## config.mk

```make
export PLATFORM = sky130hd
export DESIGN_NAME = acd_ata_command_decoder
export DESIGN_NICKNAME = d
export VERILOG_FILES = /design/src/acd_pkg.sv /design/src/acd_ident_rom.sv /design/src/acd_self_test.sv /design/src/acd_ata_command_decoder.sv
export SDC_FILE = /design/constraint.sdc
export NUM_CORES = 1
export LEC_CHECK = 0
export ABC_CLOCK_PERIOD_IN_PS = 9900
export BUFFER_PORTS_ARGS = -buffer_cell sky130_fd_sc_hd__buf_2
export CAP_MARGIN = 0
export CORE_ASPECT_RATIO = 0.8
export CORE_MARGIN = 3
export CORE_UTILIZATION = 55
export CTS_CLUSTER_DIAMETER = 40
export CTS_CLUSTER_SIZE = 8
export DETAILED_ROUTE_END_ITERATION = 12
export MAX_ROUTING_LAYER = met4
export PLACE_DENSITY = 0.76
export SLEW_MARGIN = 20
export SYNTH_ARGS = -nofsm -noshare
export SYNTH_HDL_FRONTEND = slang
export SYNTH_SLANG_ARGS = --single-unit
export TNS_END_PERCENT = 20
```

## constraint.sdc

```tcl
create_clock -name ref_clk -period 9.9 [get_ports ref_clk]
set_clock_uncertainty 0.2 [all_clocks]
set_input_delay 2.475 -clock ref_clk [delete_from_list [all_inputs] [get_ports ref_clk]]
set_output_delay 2.475 -clock ref_clk [all_outputs]
set_load 0.005 [all_outputs]
```

## src/acd_pkg.sv

```systemverilog
// shared constants and types for the ata command decoder
package acd_pkg;

  // ==========================================
  // task-file offsets
  localparam logic [2:0] TF_DATA     = 3'h0;
  localparam logic [2:0] TF_FEATURE  = 3'h1;
  localparam logic [2:0] TF_ERROR    = 3'h1;
  localparam logic [2:0] TF_SECCNT   = 3'h2;
  localparam logic [2:0] TF_SECNUM   = 3'h4;
  localparam logic [2:0] TF_CYLLOW   = 3'h4;
  localparam logic [2:0] TF_CYLHIGH  = 3'h5;
  localparam logic [2:0] TF_DRVHEAD  = 3'h6;
  localparam logic [2:0] TF_COMMAND  = 3'h7;
  localparam logic [2:0] TF_STATUS   = 3'h7;

  // ==========================================
  // command codes
  localparam logic [7:0] CMD_CHKPWR_A = 8'he5;
  localparam logic [7:0] CMD_CHKPWR_B = 8'h98;
  localparam logic [7:0] CMD_DIAG     = 8'h90;
  localparam logic [7:0] CMD_ERASE    = 8'hc0;
  localparam logic [7:0] CMD_FLUSH    = 8'he7;
  localparam logic [7:0] CMD_FORMAT   = 8'h50;
  localparam logic [7:0] CMD_IDENT    = 8'hec;

  // ==========================================
  // field positions and values
  localparam int         DH_DRIVE     = 4;
  localparam int         DH_LBA       = 6;
  localparam logic [7:0] ERR_ABRT     = 8'h04;
  localparam logic [7:0] ERR_RESET    = 8'h01;
  localparam logic [7:0] DIAG_OK      = 8'h01;
  localparam logic [7:0] DIAG_UNIT0   = 8'h02;
  localparam logic [7:0] DIAG_SLAVE   = 8'h80;
  localparam logic [7:0] SC_STANDBY   = 8'h00;
  localparam logic [7:0] TF_RESET     = 8'h00;
  localparam logic [7:0] WORD_LAST    = 8'hff;

  // ==========================================
  // timing
  localparam int         CLK_PERIOD_NS = 5;
  localparam int         WAKE_NS       = 200;
  localparam int         WAKE_CYC      = WAKE_NS / CLK_PERIOD_NS;
  localparam logic [7:0] WAKE_CNT      = 8'(WAKE_CYC);
  localparam logic [4:0] DIAG_CNT      = 5'h10;

  // ==========================================
  // identify words
  localparam logic [15:0] ID_W0  = 16'h044a;
  localparam logic [15:0] ID_W5  = 16'h0200;
  localparam logic [15:0] ID_W20 = 16'h0002;
  localparam logic [15:0] ID_W47 = 16'h8001;
  localparam logic [15:0] ID_W49 = 16'h0b00;
  localparam logic [15:0] ID_W51 = 16'h0200;
  localparam logic [15:0] ID_W53 = 16'h0007;
  localparam logic [15:0] ID_W63 = 16'h0007;
  localparam logic [15:0] ID_W64 = 16'h0003;
  localparam logic [15:0] ID_W65 = 16'h0078;
  localparam logic [15:0] ID_W80 = 16'h007e;
  localparam logic [15:0] ID_W81 = 16'h0019;
  localparam logic [15:0] ID_W82 = 16'h706b;
  localparam logic [15:0] ID_W83 = 16'h400c;
  localparam logic [15:0] ID_W84 = 16'h4000;

  typedef enum logic [5:0] {
    S_IDLE  = 6'h01,
    S_EXEC  = 6'h02,
    S_DIAG  = 6'h04,
    S_MEDIA = 6'h08,
    S_DIN   = 6'h10,
    S_DOUT  = 6'h20
  } acd_state_e;

endpackage

```

## src/acd_ident_rom.sv

```systemverilog
// identify parameter words with registered read
`timescale 1ns/10ps
module acd_ident_rom
  import acd_pkg::*;
(
  // clock and reset
  input  wire logic        ref_clk,
  input  wire logic        rst,
  // read port
  input  wire logic [7:0]  wordAddr,
  output logic      [15:0] wordData
);

  // ==========================================
  // lookup
  logic [15:0] wordNext;

  always_comb
  begin
    case (wordAddr)
      8'd0:                  wordNext = ID_W0;
      8'd5:                  wordNext = ID_W5;
      8'd20:                 wordNext = ID_W20;
      8'd47:                 wordNext = ID_W47;
      8'd49:                 wordNext = ID_W49;
      8'd51:                 wordNext = ID_W51;
      8'd53:                 wordNext = ID_W53;
      8'd63:                 wordNext = ID_W63;
      8'd64:                 wordNext = ID_W64;
      8'd65, 8'd66, 8'd67, 8'd68:
                             wordNext = ID_W65;
      8'd80:                 wordNext = ID_W80;
      8'd81:                 wordNext = ID_W81;
      8'd82:                 wordNext = ID_W82;
      8'd83:                 wordNext = ID_W83;
      8'd84:                 wordNext = ID_W84;
      default:               wordNext = 16'h0000;
    endcase
  end

  always_ff @(posedge ref_clk or posedge rst)
  begin
    if (rst)
      wordData <= 16'h0000;
    else
      wordData <= wordNext;
  end
endmodule // acd_ident_rom

```

## src/acd_self_test.sv

```systemverilog
// internal diagnostic sequencer
`timescale 1ns/10ps
module acd_self_test
  import acd_pkg::*;
(
  // clock and reset
  input  wire logic       ref_clk,
  input  wire logic       rst,
  // control
  input  wire logic       start,
  input  wire logic       isSlave,
  input  wire logic [3:0] unitFault,
  input  wire logic       slaveFail,
  output logic            done,
  output logic      [7:0] code
);

  // ==========================================
  // run counter and code
  logic [4:0] runCnt_reg;
  logic       running_reg;
  logic [7:0] unitCode;

  always_comb
  begin
    unitCode = DIAG_OK;
    for (int i = 3; i >= 0; i--)
      if (unitFault[i])
        unitCode = DIAG_UNIT0 + 8'(i);
  end

  always_ff @(posedge ref_clk or posedge rst)
  begin
    if (rst)
    begin
      runCnt_reg  <= 5'h00;
      running_reg <= 1'b0;
      done        <= 1'b0;
      code        <= 8'h00;
    end
    else
    begin
      done <= 1'b0;
      if (start)
      begin
        running_reg <= 1'b1;
        runCnt_reg  <= DIAG_CNT;
      end
      else if (running_reg && runCnt_reg == 5'h00)
      begin
        running_reg <= 1'b0;
        done        <= 1'b1;
        code        <= (!isSlave && slaveFail) ? (unitCode | DIAG_SLAVE) : unitCode;
      end
      else if (running_reg)
        runCnt_reg <= runCnt_reg - 5'h01;
    end
  end

endmodule // acd_self_test

```

## src/acd_ata_command_decoder.sv

```systemverilog
// task-file command decoder and executor of a flash drive
`timescale 1ns/10ps
// Behaviour
// - marked parameter registers used, others ignored
// - drive-only commands use just drive bit
// - full drive/head use takes head too
// - lba from head, cyl high, low, sector
// - power check: busy, count 00h, interrupt
// - never enter idle; report standby state
// - diagnostics put code in error register
// - diagnostics ignore drive; master reports slave
// - pre-erase sectors, may report write fault
// - flush cache then release busy, interrupt
// - format track takes one sector, discards
// - identify returns one sector like read
// - reserved identify bits read zero
// - word 47 reports 8001h
module acd_ata_command_decoder
  import acd_pkg::*;
(
  // clock and reset
  input  wire logic        ref_clk,
  input  wire logic        rst,
  // task-file port
  input  wire logic [2:0]  tfAddr,
  input  wire logic        tfWrEn,
  input  wire logic        tfRdEn,
  input  wire logic [7:0]  tfWrData,
  output logic      [7:0]  tfRdData,
  // data port
  input  wire logic        dataWrEn,
  input  wire logic        dataRdEn,
  input  wire logic [15:0] dataWrData,
  output logic      [15:0] dataRdData,
  // host signalling
  output logic             intrq,
  output logic             idleModeOn,
  // strap and diagnostics
  input  wire logic        deviceIsSlave,
  input  wire logic [3:0]  unitFault,
  input  wire logic        slaveFail,
  // medium
  output logic             eraseReq,
  output logic             flushReq,
  output logic      [27:0] mediaLba,
  output logic      [7:0]  mediaCount,
  output logic             mediaLbaMode,
  input  wire logic        mediaDone,
  input  wire logic        mediaFault
);

  // ==========================================
  // state
  acd_state_e  stateReg;
  acd_state_e  stateNext;
  logic [7:0]  featureReg;
  logic [7:0]  secCntReg;
  logic [7:0]  secNumReg;
  logic [7:0]  cylLowReg;
  logic [7:0]  cylHighReg;
  logic [7:0]  drvHeadReg;
  logic [7:0]  errorReg;
  logic [7:0]  cmdReg;
  logic [7:0]  waitCntReg;
  logic [7:0]  wordCntReg;
  logic        bsyReg;
  logic        drqReg;
  logic        dfReg;
  logic        errBitReg;
  logic        intrqReg;
  logic        slaveStrapReg;
  logic        strapTakenReg;
  logic        diagStart;
  logic        diagDone;
  logic [7:0]  diagCode;
  logic [15:0] romWord;
  logic        cmdWrite;
  logic        cmdAccept;
  logic        driveMatch;
  logic        isChkPwr;
  logic        finish;
  logic        abortCmd;
  logic        lastRead;
  logic        lastWrite;
  logic [7:0]  statusByte;

  // ==========================================
  // decode
  assign cmdWrite   = tfWrEn && tfAddr == TF_COMMAND;
  assign driveMatch = drvHeadReg[DH_DRIVE] == slaveStrapReg;
  assign cmdAccept  = cmdWrite && !bsyReg && (driveMatch || tfWrData == CMD_DIAG);
  assign isChkPwr   = cmdReg == CMD_CHKPWR_A || cmdReg == CMD_CHKPWR_B;
  assign lastRead   = stateReg == S_DIN && dataRdEn && wordCntReg == WORD_LAST;
  assign lastWrite  = stateReg == S_DOUT && dataWrEn && wordCntReg == WORD_LAST;
  assign diagStart  = stateReg == S_EXEC && cmdReg == CMD_DIAG;
  assign abortCmd   = stateReg == S_EXEC && stateNext == S_IDLE && !isChkPwr;
  assign statusByte = {bsyReg, !bsyReg, dfReg, !bsyReg, drqReg, 2'b00, errBitReg};
  assign idleModeOn = 1'b0;
  assign intrq      = intrqReg;

  // ==========================================
  // strap capture after reset release
  always_ff @(posedge ref_clk or posedge rst)
  begin
    if (rst)
    begin
      slaveStrapReg <= 1'b0;
      strapTakenReg <= 1'b0;
    end
    else if (!strapTakenReg)
    begin
      slaveStrapReg <= deviceIsSlave;
      strapTakenReg <= 1'b1;
    end
  end

  // ==========================================
  // sequencer
  always_comb
  begin
    stateNext = stateReg;
    finish    = 1'b0;
    case (stateReg)
      S_IDLE:
        if (cmdAccept)
          stateNext = S_EXEC;
      S_EXEC:
        case (cmdReg)
          CMD_CHKPWR_A, CMD_CHKPWR_B:
            if (waitCntReg == 8'h00)
            begin
              stateNext = S_IDLE;
              finish    = 1'b1;
            end
          CMD_DIAG:   stateNext = S_DIAG;
          CMD_ERASE:  stateNext = S_MEDIA;
          CMD_FLUSH:  stateNext = S_MEDIA;
          CMD_FORMAT: stateNext = S_DOUT;
          CMD_IDENT:  stateNext = S_DIN;
          default:
          begin
            stateNext = S_IDLE;
            finish    = 1'b1;
          end
        endcase
      S_DIAG:
        if (diagDone)
        begin
          stateNext = S_IDLE;
          finish    = 1'b1;
        end
      S_MEDIA:
        if (mediaDone)
        begin
          stateNext = S_IDLE;
          finish    = 1'b1;
        end
      S_DIN:
        if (lastRead)
        begin
          stateNext = S_IDLE;
          finish    = 1'b1;
        end
      S_DOUT:
        if (lastWrite)
        begin
          stateNext = S_IDLE;
          finish    = 1'b1;
        end
      default:
        stateNext = S_IDLE;
    endcase
  end

  always_ff @(posedge ref_clk or posedge rst)
  begin
    if (rst)
    begin
      stateReg   <= S_IDLE;
      cmdReg     <= TF_RESET;
      waitCntReg <= 8'h00;
      wordCntReg <= 8'h00;
    end
    else
    begin
      stateReg <= stateNext;
      if (cmdAccept)
      begin
        cmdReg     <= tfWrData;
        waitCntReg <= WAKE_CNT;
        wordCntReg <= 8'h00;
      end
      else
      begin
        if (stateReg == S_EXEC && waitCntReg != 8'h00)
          waitCntReg <= waitCntReg - 8'h01;
        if ((stateReg == S_DIN && dataRdEn) || (stateReg == S_DOUT && dataWrEn))
          wordCntReg <= wordCntReg + 8'h01;
      end
    end
  end

  // ==========================================
  // task-file registers, frozen while busy
  always_ff @(posedge ref_clk or posedge rst)
  begin
    if (rst)
    begin
      featureReg <= TF_RESET;
      secCntReg  <= TF_RESET;
      secNumReg  <= TF_RESET;
      cylLowReg  <= TF_RESET;
      cylHighReg <= TF_RESET;
      drvHeadReg <= TF_RESET;
    end
    else if (finish && isChkPwr && stateReg == S_EXEC)
      secCntReg <= SC_STANDBY;
    else if (tfWrEn && !bsyReg)
      case (tfAddr)
        TF_FEATURE: featureReg <= tfWrData;
        TF_SECCNT:  secCntReg  <= tfWrData;
        TF_SECNUM:
        begin
          secNumReg <= tfWrData;
          cylLowReg <= tfWrData;
        end
        TF_CYLHIGH: cylHighReg <= tfWrData;
        TF_DRVHEAD: drvHeadReg <= tfWrData;
        default:    ;
      endcase
  end

  // ==========================================
  // status and error
  always_ff @(posedge ref_clk or posedge rst)
  begin
    if (rst)
    begin
      bsyReg    <= 1'b0;
      drqReg    <= 1'b0;
      dfReg     <= 1'b0;
      errBitReg <= 1'b0;
      errorReg  <= ERR_RESET;
    end
    else
    begin
      drqReg <= stateNext == S_DIN || stateNext == S_DOUT;
      if (cmdAccept)
      begin
        bsyReg    <= 1'b1;
        dfReg     <= 1'b0;
        errBitReg <= 1'b0;
        errorReg  <= 8'h00;
      end
      else if (finish)
      begin
        bsyReg <= 1'b0;
        if (abortCmd)
        begin
          errorReg  <= ERR_ABRT;
          errBitReg <= 1'b1;
        end
        else if (stateReg == S_DIAG)
          errorReg <= diagCode;
        else if (stateReg == S_MEDIA && mediaFault)
        begin
          dfReg     <= 1'b1;
          errBitReg <= 1'b1;
        end
      end
    end
  end

  // ==========================================
  // interrupt: completion beats a same-cycle status read
  always_ff @(posedge ref_clk or posedge rst)
  begin
    if (rst)
      intrqReg <= 1'b0;
    else if (finish)
      intrqReg <= 1'b1;
    else if ((tfRdEn && tfAddr == TF_STATUS) || cmdWrite)
      intrqReg <= 1'b0;
  end

  // ==========================================
  // medium requests
  always_ff @(posedge ref_clk or posedge rst)
  begin
    if (rst)
    begin
      eraseReq     <= 1'b0;
      flushReq     <= 1'b0;
      mediaLba     <= 28'h0000000;
      mediaCount   <= 8'h00;
      mediaLbaMode <= 1'b0;
    end
    else
    begin
      eraseReq <= stateReg == S_EXEC && cmdReg == CMD_ERASE;
      flushReq <= stateReg == S_EXEC && cmdReg == CMD_FLUSH;
      if (stateReg == S_EXEC && cmdReg == CMD_ERASE)
      begin
        mediaLba     <= {drvHeadReg[3:0], cylHighReg, cylLowReg, secNumReg};
        mediaCount   <= secCntReg;
        mediaLbaMode <= drvHeadReg[DH_LBA];
      end
    end
  end

  // ==========================================
  // read answers
  always_ff @(posedge ref_clk or posedge rst)
  begin
    if (rst)
    begin
      tfRdData   <= 8'h00;
      dataRdData <= 16'h0000;
    end
    else
    begin
      if (tfRdEn)
        case (tfAddr)
          TF_ERROR:   tfRdData <= errorReg;
          TF_SECCNT:  tfRdData <= secCntReg;
          TF_CYLLOW:  tfRdData <= cylLowReg;
          TF_CYLHIGH: tfRdData <= cylHighReg;
          TF_DRVHEAD: tfRdData <= drvHeadReg;
          TF_STATUS:  tfRdData <= statusByte;
          default:    tfRdData <= 8'h00;
        endcase
      if (stateReg == S_DIN && dataRdEn)
        dataRdData <= romWord;
    end
  end

  // ==========================================
  // helpers
  acd_ident_rom uRom (
    .ref_clk  (ref_clk),
    .rst      (rst),
    .wordAddr (wordCntReg),
    .wordData (romWord)
  );

  acd_self_test uDiag (
    .ref_clk   (ref_clk),
    .rst       (rst),
    .start     (diagStart),
    .isSlave   (slaveStrapReg),
    .unitFault (unitFault),
    .slaveFail (slaveFail),
    .done      (diagDone),
    .code      (diagCode)
  );
endmodule // acd_ata_command_decoder

```

=== Word-level counts from Yosys, hierarchy flattened ===
Index checks and enable logic that the tools add are counted.

* $add $sub $neg: 3
* Equality and inequality tests: 46
* Mux-type cells: 52
* Bitwise operators: 2
* Reductions and logical operators: 58

{| class="wikitable"
|+ Operator list
! kind !! number
|-
| case mux 16 bit (13 select lines) || 1
|-
| two-way mux 8 bit || 15
|-
| == test 8 x 7 -> 1 bit, second input constant || 11
|-
| == test 8 bit, second input constant || 8
|-
| case mux 8 bit (6 select lines) || 1
|-
| == test 8 x 6 -> 1 bit, second input constant || 5
|-
| two-way mux 6 bit || 6
|-
| case mux 6 bit (6 select lines) || 1
|-
| case mux 6 bit (5 select lines) || 1
|-
| two-way mux 1 bit || 21
|-
| logical AND 1 bit || 20
|-
| nonzero test 2 bit || 9
|-
| zero test 8 bit || 2
|-
| two-way mux 5 bit || 3
|-
| == test 3 bit, second input constant || 4
|-
| == test 6 x 1 -> 1 bit, second input constant || 2
|-
| == test 6 x 5 -> 1 bit, second input constant || 2
|-
| == test 6 bit, second input constant || 2
|-
| AND reduction 3 bit || 4
|-
| adder 8 x 1 -> 8 bit, second input constant || 1
|-
| == test 8 x 3 -> 1 bit, second input constant || 1
|-
| == test 8 x 5 -> 1 bit, second input constant || 1
|-
| AND reduction 2 bit || 4
|-
| nonzero test 8 bit || 1
|-
| 22 further kinds || 35
|}

* Register bits after elaboration: 171
* Output and inout port bits: 65

=== Logic depth before layout (Yosys ltp) ===
Gate-level depths: netlist of run 1.

* Word-level depth: 12
* Gate-level depth with buffers: 8
* Mapped depth without buffers: 7

=== Cells and area by module ===
Synthesis of run 1 repeated with hierarchy kept, for this count alone.

* Cell total of the unflattened synthesis: 624
* Area total of the unflattened synthesis: 7390.8 sq um

{| class="wikitable"
|+ By module, submodules not included
! module !! times used !! cells an instance !! area each (sq um) !! sequential area each (sq um)
|-
| acd_ata_command_decoder || 1 || 488 || 6062.1 || 3305.7
|-
| acd_ident_rom || 1 || 81 || 773.2 || 325.3
|-
| acd_self_test || 1 || 55 || 555.5 || 275.3
|}

=== Least setup slack after synthesis of run 1 ===
Ideal clock, no wire load.

* Path kind: input port to flip-flop
* Start point: in tfAddr[0]
* End point: reg dfReg
* Library setup time: 132 ps
* Data arrival time: 3974 ps
* Setup slack: 5594 ps
* Stages: 6
* Path buffers: 3
* Path through: clkbuf_1 > nand3_1 > nor3_1 > clkbuf_1 > buf_1 > nor2_1

* Longest elaborated chain between the ends: 11

{| class="wikitable"
|+ RTL lines
! what !! line !! RTL
|-
| start: declaration || acd_ata_command_decoder.sv:25 || <nowiki>input wire logic [2:0] tfAddr,</nowiki>
|-
| == test 3 bit * || acd_ata_command_decoder.sv:89 || <nowiki>assign cmdWrite = tfWrEn && tfAddr == TF_COMMAND;</nowiki>
|-
| logical AND 1 bit * || acd_ata_command_decoder.sv:89 ||
|-
| logical AND 1 bit * (2 in series) || acd_ata_command_decoder.sv:91 || <nowiki>assign cmdAccept = cmdWrite && !bsyReg && (driveMatch || tfWrData == CMD_DIAG);</nowiki>
|-
| two-way mux 6 bit || acd_ata_command_decoder.sv:125 || <nowiki>if (cmdAccept)</nowiki>
|-
| case mux 6 bit (6 select lines) || acd_ata_command_decoder.sv:123 || <nowiki>case (stateReg)</nowiki>
|-
| == test 6 x 1 -> 1 bit || acd_ata_command_decoder.sv:96 || <nowiki>assign abortCmd = stateReg == S_EXEC && stateNext == S_IDLE && !isChkPwr;</nowiki>
|-
| logical AND 1 bit (2 in series) || acd_ata_command_decoder.sv:96 ||
|-
| inequality test 2 bit (no line) || - ||
|-
| AND reduction 4 bit (no line) || - ||
|-
| end signal: assignment || acd_ata_command_decoder.sv:241 || <nowiki>dfReg <= 1'b0;</nowiki>
|-
| end signal: assignment || acd_ata_command_decoder.sv:251 || <nowiki>dfReg <= 1'b0;</nowiki>
|-
| end signal: assignment || acd_ata_command_decoder.sv:267 || <nowiki>dfReg <= 1'b1;</nowiki>
|-
| end: declaration || acd_ata_command_decoder.sv:68 || <nowiki>logic dfReg;</nowiki>
|}

Every way passes the cells marked *; elsewhere a longest branch is shown, timed or not.
A chain may end at the register's enable or synchronous reset.

=== Worst setup path in the final report of run 1 ===
* Start point: in tfAddr[2]
* End point: reg cylHighReg[1]

* Longest elaborated chain between the ends: 2

{| class="wikitable"
|+ RTL lines
! what !! line !! RTL
|-
| == test 3 bit || acd_ata_command_decoder.sv:219 || <nowiki>case (tfAddr)</nowiki>
|-
| AND reduction 3 bit (no line) || - ||
|-
| end signal: assignment || acd_ata_command_decoder.sv:227 || <nowiki>TF_CYLHIGH: cylHighReg <= tfWrData;</nowiki>
|-
| end: declaration || acd_ata_command_decoder.sv:60 || <nowiki>logic [7:0] cylHighReg;</nowiki>
|}

No other way between the ends.

==> results of run 1 <==
## cell usage after synthesis (12+ instances only)
cell      instances  area [um^2]
dfrtp_1         147         3680
mux2_2           68          766
nor2_1           54          203
nand2_1          29          109
inv_1            21         78.8
mux2i_1          19          190
nand3_1          16         80.1
a21oi_1          15         75.1
clkbuf_1         15         56.3
o21ai_0          14         70.1
o22ai_1          13         81.3
buf_4            12         90.1
nor3_1           12         60.1
xor2_1           12          105
## metal layers
layer  track usage  vias up  wire [um]  part of all wire
met5             -        -          0                 0
met4        0.0742        0        182             0.012
met3        0.0478       20        827             0.055
met2         0.354      157       7130              0.47
met1         0.314     2464       7000              0.46
li1              -     2256          -                 -
## per-stage QoR
stage | worst slack, ns | hold WS, ns
6_report | 5.54 | 0.278
5_1_grt | 5.50 | 0.291
4_1_cts | 5.53 | 0.281
3_5_place_dp | 5.08 | 0.263
3_3_place_gp | 5.18 | 0.261
2_1_floorplan | 3.22 | 0.248
## worst max-delay path by stage
stage / from / to / slack [ns] / depth (start not counted)
after floorplan: rst / bsyReg / 3.22 / 1
after global placement: tfAddr[2] / cylLowReg[6] / 5.18 / 4
after detailed placement: tfAddr[2] / cylLowReg[1] / 5.08 / 4
after CTS: tfAddr[2] / cylLowReg[1] / 5.53 / 4
after global routing: tfAddr[2] / cylHighReg[1] / 5.50 / 4
final: tfAddr[2] / cylHighReg[1] / 5.54 / 4
## cell type report
class,count,area [um^2]
inverter,21,83.8
fill,948,4220
sequential,149,3730
tap,171,214
multi-input combinational,387,2960
clock inverter,9,92.6
timing repair buffer,90,458
clock buffer,23,498
## cell families (layout without fill, tap and decap cells)
family                     Yosys count  in the layout  synth area share
adders and majority gates            7              7            0.0126
AOI/OAI and AO/OA                   71             71            0.0693
other                                2              3           0.00108
DFF                                149            149             0.538
and+or+nand+nor                    187            187             0.150
buffers and inverters               57            143            0.0393
muxes                               99             99             0.165
xor gates and xnor gates            20             20            0.0253
## power groups by stage
stage | logic (uW) | registers [uW] | clock network, uW
after floorplan | 242 | 814 | 0
after global placement | 286 | 850 | 0
after detailed placement | 301 | 859 | 0
after CTS | 308 | 852 | 639
after global routing | 343 | 872 | 668
final | 309 | 856 | 632
==> reports/qor.csv, run 1 <==
stage,metric,value,unit
die,start_util,0.566,
clock_tree,htreeDepth,4,
power,p_leak,0.00388,uW
die,rows,36,
timing,worstMarginPinSlew,1.06,ns
worst_setup_path,worst-setup-path-type,in2reg,
worst_setup_path,crit_required,10.00,ns
placement,place_area,7430,um^2
finish,largest_register,mediaLba,
die,die_area,14000,um^2
logic_synthesis,syn_area,6940,um^2
power,p_seq_frac,0.476,
worst_setup_path,rr_startpoint,cmdReg[1],
finish,drive_gt1_frac,0.323,
finish,fin_util,0.656,
timing,maxSlewViolCount,0,
worst_setup_path,cp.arrival,4.46,ns
placement,hpwl,10.4,mm
power,switchingPower,522,uW
placement,numPlacedInstances,818,
timing,hold_violations,0,
worst_setup_path,worst-path-buf-inv,1,
power,p_sw_frac,0.290,
placement,io_buffers,87,
power,intPower,1280,uW
clock_tree,cts.sink_count,149,
power,power_density,224,nW/um^2
logic_synthesis,synth_warnings,0,
global_routing,antenna_found_initial,0,
timing,rsz0062_at_grt,false,
finish,final_nets,714,
clock_tree,numCtsBuffers,17,
global_routing,grt_pass1_wl,25.0,mm
clock_tree,tritoncts,yes,
detailed_routing,viasPerCell,5.76,
timing,setup_tns,0,ns
logic_synthesis,avgSynthCellArea,11.7,um^2
worst_hold_path,hold_start,uRom.wordData[5],
clock_tree,clock_path_buffers,2,
clock_tree,cts_hold_buffers,0,
power,finalPower,1800,uW
worst_setup_path,cp_slowest_cell,nor3_2,
worst_hold_path,hold_path.class,reg2reg,
die,dieWidth,132,um
clock_tree,cts_setup_buffers,0,
finish,fin_area,8030,um^2
global_routing,grt_usage,0.231,
clock_tree,post_cts_resized,0,
global_routing,grt-ovfl-total,0,
worst_setup_path,path_max_fanout,22,
timing,fmax,0.229,GHz
power,comb_power_share,0.172,
worst_setup_path,rr_endpoint,cylHighReg[1],
finish,layout_commonest_cell,dfrtp_1,
finish,largest_register_ffs,20,
job,drv_cap,0,
finish,top_regs,"mediaLba (20), dataRdData (13), uRom.wordData (13)",
worst_hold_path,hold_end,dataRdData[5],
timing,setup_violations,0,
placement,gp_congestion,0.854,
worst_setup_path,endpoint_kind,flop,
global_routing,grt_max_degree,84,
power,pwr-share-clk,0.352,
global_routing,first_global_vias,4872,
finish,layout_common_cells,"147 x dfrtp_1, 87 x buf_2, 68 x mux2_2",
die,core,12300,um^2
logic_synthesis,synth-seq-area-share,0.538,
detailed_routing,routedWlPerCell,17.8,um
detailed_routing,finalWirelength,15.1,mm
die,io_pins,106,
detailed_routing,route.detailed.drc,0,
power,max-vdd-ir-drop,0.156,mV
logic_synthesis,ys.flop_type,dfrtp_1,
worst_setup_path,path_cells,"buf_2, nand3_1, nor3_2, mux2_2",
clock_tree,cts_root_buffer,clkbuf_16,
worst_setup_path,cp_top_family,simple AND/OR/NAND/NOR gates,
timing,layout_min_cycle_time,4.36,ns
worst_hold_path,hold_depth,1,
worst_setup_path,cpPeakStageDelay,0.79,ns
logic_synthesis,netlist_instances,592,
finish,syn_to_final_growth,15.8,%
status,status,"complete, no violations",
detailed_routing,num_vias,4897,
logic_synthesis,yosysUniqueCellTypes,67,
finish,n_antenna_cell,0,
detailed_routing,antenna_left,0,
logic_synthesis,synth_edf_count,0,
clock_tree,path_clk_slew,0.06,ns
logic_synthesis,synthArstFlopShare,1.00,
detailed_routing,drt_iter0_markers,476,
finish,final_cells,850,
detailed_routing,drt_first_pass_iters,6,
worst_setup_path,reg2reg_depth,5,
die,die_y,106,um
worst_setup_path,ff2ff_setup_slack,6.50,ns
clock_tree,clk_latency,0.42,ns
timing,slew_headroom,0.290,
worst_setup_path,startpoint_type,input port,
timing,finalCritPeriodShare,0.441,
logic_synthesis,synth_seq_cells,149,
Power figures use the tool's default switching activity.
==> run 2: changes to the inputs <==
--- a/config.mk
+++ b/config.mk
@@ -5,17 +5,18 @@
 export SDC_FILE = /design/constraint.sdc
 export NUM_CORES = 1
 export LEC_CHECK = 0
-export ABC_CLOCK_PERIOD_IN_PS = 9900
+export ABC_AREA = 1
+export ABC_CLOCK_PERIOD_IN_PS = 4000
 export BUFFER_PORTS_ARGS = -buffer_cell sky130_fd_sc_hd__buf_2
 export CAP_MARGIN = 0
 export CORE_ASPECT_RATIO = 0.8
 export CORE_MARGIN = 3
-export CORE_UTILIZATION = 55
+export CORE_UTILIZATION = 51
 export CTS_CLUSTER_DIAMETER = 40
 export CTS_CLUSTER_SIZE = 8
 export DETAILED_ROUTE_END_ITERATION = 12
 export MAX_ROUTING_LAYER = met4
-export PLACE_DENSITY = 0.76
+export PLACE_DENSITY = 0.74
 export SLEW_MARGIN = 20
 export SYNTH_ARGS = -nofsm -noshare
 export SYNTH_HDL_FRONTEND = slang
==> constraint.sdc (replaced) <==
create_clock -name ref_clk -period 4 [get_ports ref_clk]
set_clock_uncertainty 0.2 [all_clocks]
set_input_delay 1 -clock ref_clk [delete_from_list [all_inputs] [get_ports ref_clk]]
set_output_delay 1 -clock ref_clk [all_outputs]
set_load 0.005 [all_outputs]
==> reports/qor.csv, run 2 <==
stage,metric,value,unit
timing,layout_min_cycle_time,2.72,ns
finish,syn_to_final_growth,16.6,%
worst_hold_path,hold_start,strapTakenReg,
worst_setup_path,endpoint_kind,flop,
timing,worstMarginPinSlew,0.715,ns
logic_synthesis,synth_commonest_cells,"177 x nand2_1, 147 x dfrtp_1, 107 x inv_1",
logic_synthesis,synth-seq-area-share,0.536,
finish,final_nets,923,
finish,fin_area,8110,um^2
logic_synthesis,yosysUniqueCellTypes,49,
logic_synthesis,syn_area,6960,um^2
logic_synthesis,synthArstFlopShare,1.00,
worst_hold_path,hold_end,slaveStrapReg,
timing,setup_tns,0,ns
worst_setup_path,startpoint_type,input port,
global_routing,grt_pass1_wl,25.9,mm
logic_synthesis,ys_top_cells_by_area,"dfrtp_1 53%, nand2_1 9.5%, inv_1 5.8%, o21ai_0 3.8%, nor2_1 3.2%",
die,die_y,110,um
clock_tree,cts.sink_count,149,
worst_hold_path,hold_path.class,reg2reg,
clock_tree,numCtsBuffers,17,
job,drv_cap,0,
timing,slew_headroom,0.523,
logic_synthesis,synth_edf_count,0,
logic_synthesis,synth_top_area_cell,dfrtp_1,
placement,gp_congestion,0.954,
worst_setup_path,cpPeakStageDelay,0.40,ns
logic_synthesis,netlist_instances,793,
finish,largest_register,mediaLba,
global_routing,antenna_found_initial,0,
detailed_routing,route.detailed.drc,0,
logic_synthesis,yosysMostFrequentCell,nand2_1,
timing,fmax,0.367,GHz
detailed_routing,drt_iter0_markers,439,
die,die_area,15100,um^2
timing,setup_violations,0,
global_routing,grt-ovfl-total,0,
detailed_routing,routedWlPerCell,14.6,um
worst_setup_path,ff2ff_setup_slack,1.59,ns
logic_synthesis,ys.flop_type,dfrtp_1,
logic_synthesis,synth_warnings,0,
timing,finalCritPeriodShare,0.681,
clock_tree,post_cts_resized,0,
global_routing,first_global_vias,5105,
clock_tree,path_clk_slew,0.06,ns
finish,largest_register_ffs,20,
power,power_density,583,nW/um^2
die,dieWidth,137,um
clock_tree,tritoncts,yes,
finish,layout_commonest_cell,nand2_1,
finish,layout_common_cells,"177 x nand2_1, 147 x dfrtp_1, 106 x inv_1",
global_routing,grt_usage,0.225,
worst_setup_path,rr_endpoint,mediaLba[10],
logic_synthesis,synth_seq_cells,149,
clock_tree,cts_hold_buffers,0,
timing,whs,0.241,ns
power,p_leak,0.00429,uW
worst_setup_path,worst-path-buf-inv,3,
placement,hpwl,11.2,mm
detailed_routing,num_vias,5469,
power,max-vdd-ir-drop,0.382,mV
finish,drive_gt1_frac,0.190,
die,core,13100,um^2
finish,top_regs,"mediaLba (20), dataRdData (13), uRom.wordData (13)",
worst_setup_path,cp.arrival,2.87,ns
die,rows,37,
detailed_routing,drt_first_pass_iters,7,
worst_setup_path,rr_startpoint,cmdReg[1],
die,io_pins,106,
clock_tree,cts_setup_buffers,0,
timing,hold_violations,0,
detailed_routing,antenna_left,0,
worst_hold_path,hold_depth,1,
worst_setup_path,cp_slowest_cell,nand2_2,
status,status,"complete, no violations",
worst_setup_path,cp_top_family,simple AND/OR/NAND/NOR gates,
placement,io_buffers,87,
worst_setup_path,path_cells,"buf_2, inv_1, nand4_1, o21ai_1, nand2_2, inv_2, nor2_1, nand2_2, nor2_1, a21oi_1",
worst_setup_path,worst-setup-path-type,in2reg,
timing,rsz0062_at_grt,false,
placement,place_area,7470,um^2
finish,nFillCells,1088,
logic_synthesis,synth_top_area_share,0.529,
clock_tree,htreeDepth,4,
finish,n_antenna_cell,0,
clock_tree,clk_latency,0.43,ns
global_routing,grt_max_degree,96,
logic_synthesis,avgSynthCellArea,8.78,um^2
worst_setup_path,crit_required,4.15,ns
clock_tree,clock_path_buffers,2,
detailed_routing,finalWirelength,15.5,mm
timing,maxSlewViolCount,0,
die,start_util,0.531,
worst_setup_path,reg2reg_depth,8,
detailed_routing,viasPerCell,5.14,
worst_setup_path,path_max_fanout,36,
clock_tree,cts_root_buffer,clkbuf_16,
run 2: cell count changes after synthesis, moves of 9 or more:
cell,previous run,this run
clkbuf_1,15,6
mux2i_1,19,0
o21ai_1,1,38
nand3_1,16,31
xor2_1,12,3
a21oi_1,15,26
o21ai_0,14,53
nand2_1,29,177
mux2_2,68,3
nor2b_1,10,0
inv_2,0,9
inv_1,21,107
run 2: cells by family after synthesis:
family / synth area share
simple gates: 0.214
buf+inv: 0.0888
flops: 0.536
other cells: 0.00108
fa+ha+maj: 0.0126
xor+xnor: 0.00504
mux: 0.0210
compound gates: 0.121
run 2: how the worst max path moves through the flow:
stage | endpoint | cells past startpoint | slack (ns) | startpoint
CTS | errorReg[7] | 10 | 1.33 | tfWrData[6]
global placement | errorReg[2] | 10 | 0.95 | tfWrData[6]
global route | errorReg[2] | 10 | 1.02 | tfWrData[6]
detailed placement | errorReg[7] | 10 | 0.88 | tfWrData[6]
floorplan | bsyReg | 1 | 0.93 | rst
finish | errorReg[7] | 10 | 1.28 | tfWrData[6]
run 2: cell type report:
class,count,area [um^2],share of cell area
clock buffer,19,443,0.0546
clock inverter,13,198,0.0244
inverter,117,445,0.0549
multi-input combinational,501,2610,0.322
sequential,149,3730,0.460
tap,175,219,0.0270
timing repair buffer,89,463,0.0571
run 2: per-layer routing:
metal	global-route usage	wire (um)	vias up
met3	0.0528	939	25
met2	0.299	6610	164
met1	0.341	7670	2554
met5	-	0	-
li1	-	-	2726
met4	0.0678	250	0
run 2: worst register-to-register path: cells and delay by family (launching register included):
family | cells | cell delay (ns)
AOI/OAI and AO/OA | 1 | 0.09
DFF | 1 | 0.40
buffers and inverters | 2 | 0.51
and+or+nand+nor | 5 | 1.07
run 2: power breakdown:
group,switching (uW),leakage [uW],internal (uW)
clock,645,0.000302,1070
sequential,239,0.00195,1850
combinational,596,0.00204,335
total,1480,0.00429,3250
run 2: stage by stage:
stage          power, uW  worst slack (ns)  utilization  cells
5_1_grt             5030              1.02        0.619   1063
6_report            4730              1.28        0.619   1063
2_1_floorplan       2740             0.927            -    794
3_5_place_dp        3020             0.885        0.570   1031
3_3_place_gp        2990             0.954        0.570   1031
4_1_cts             4740              1.33        0.619   1063
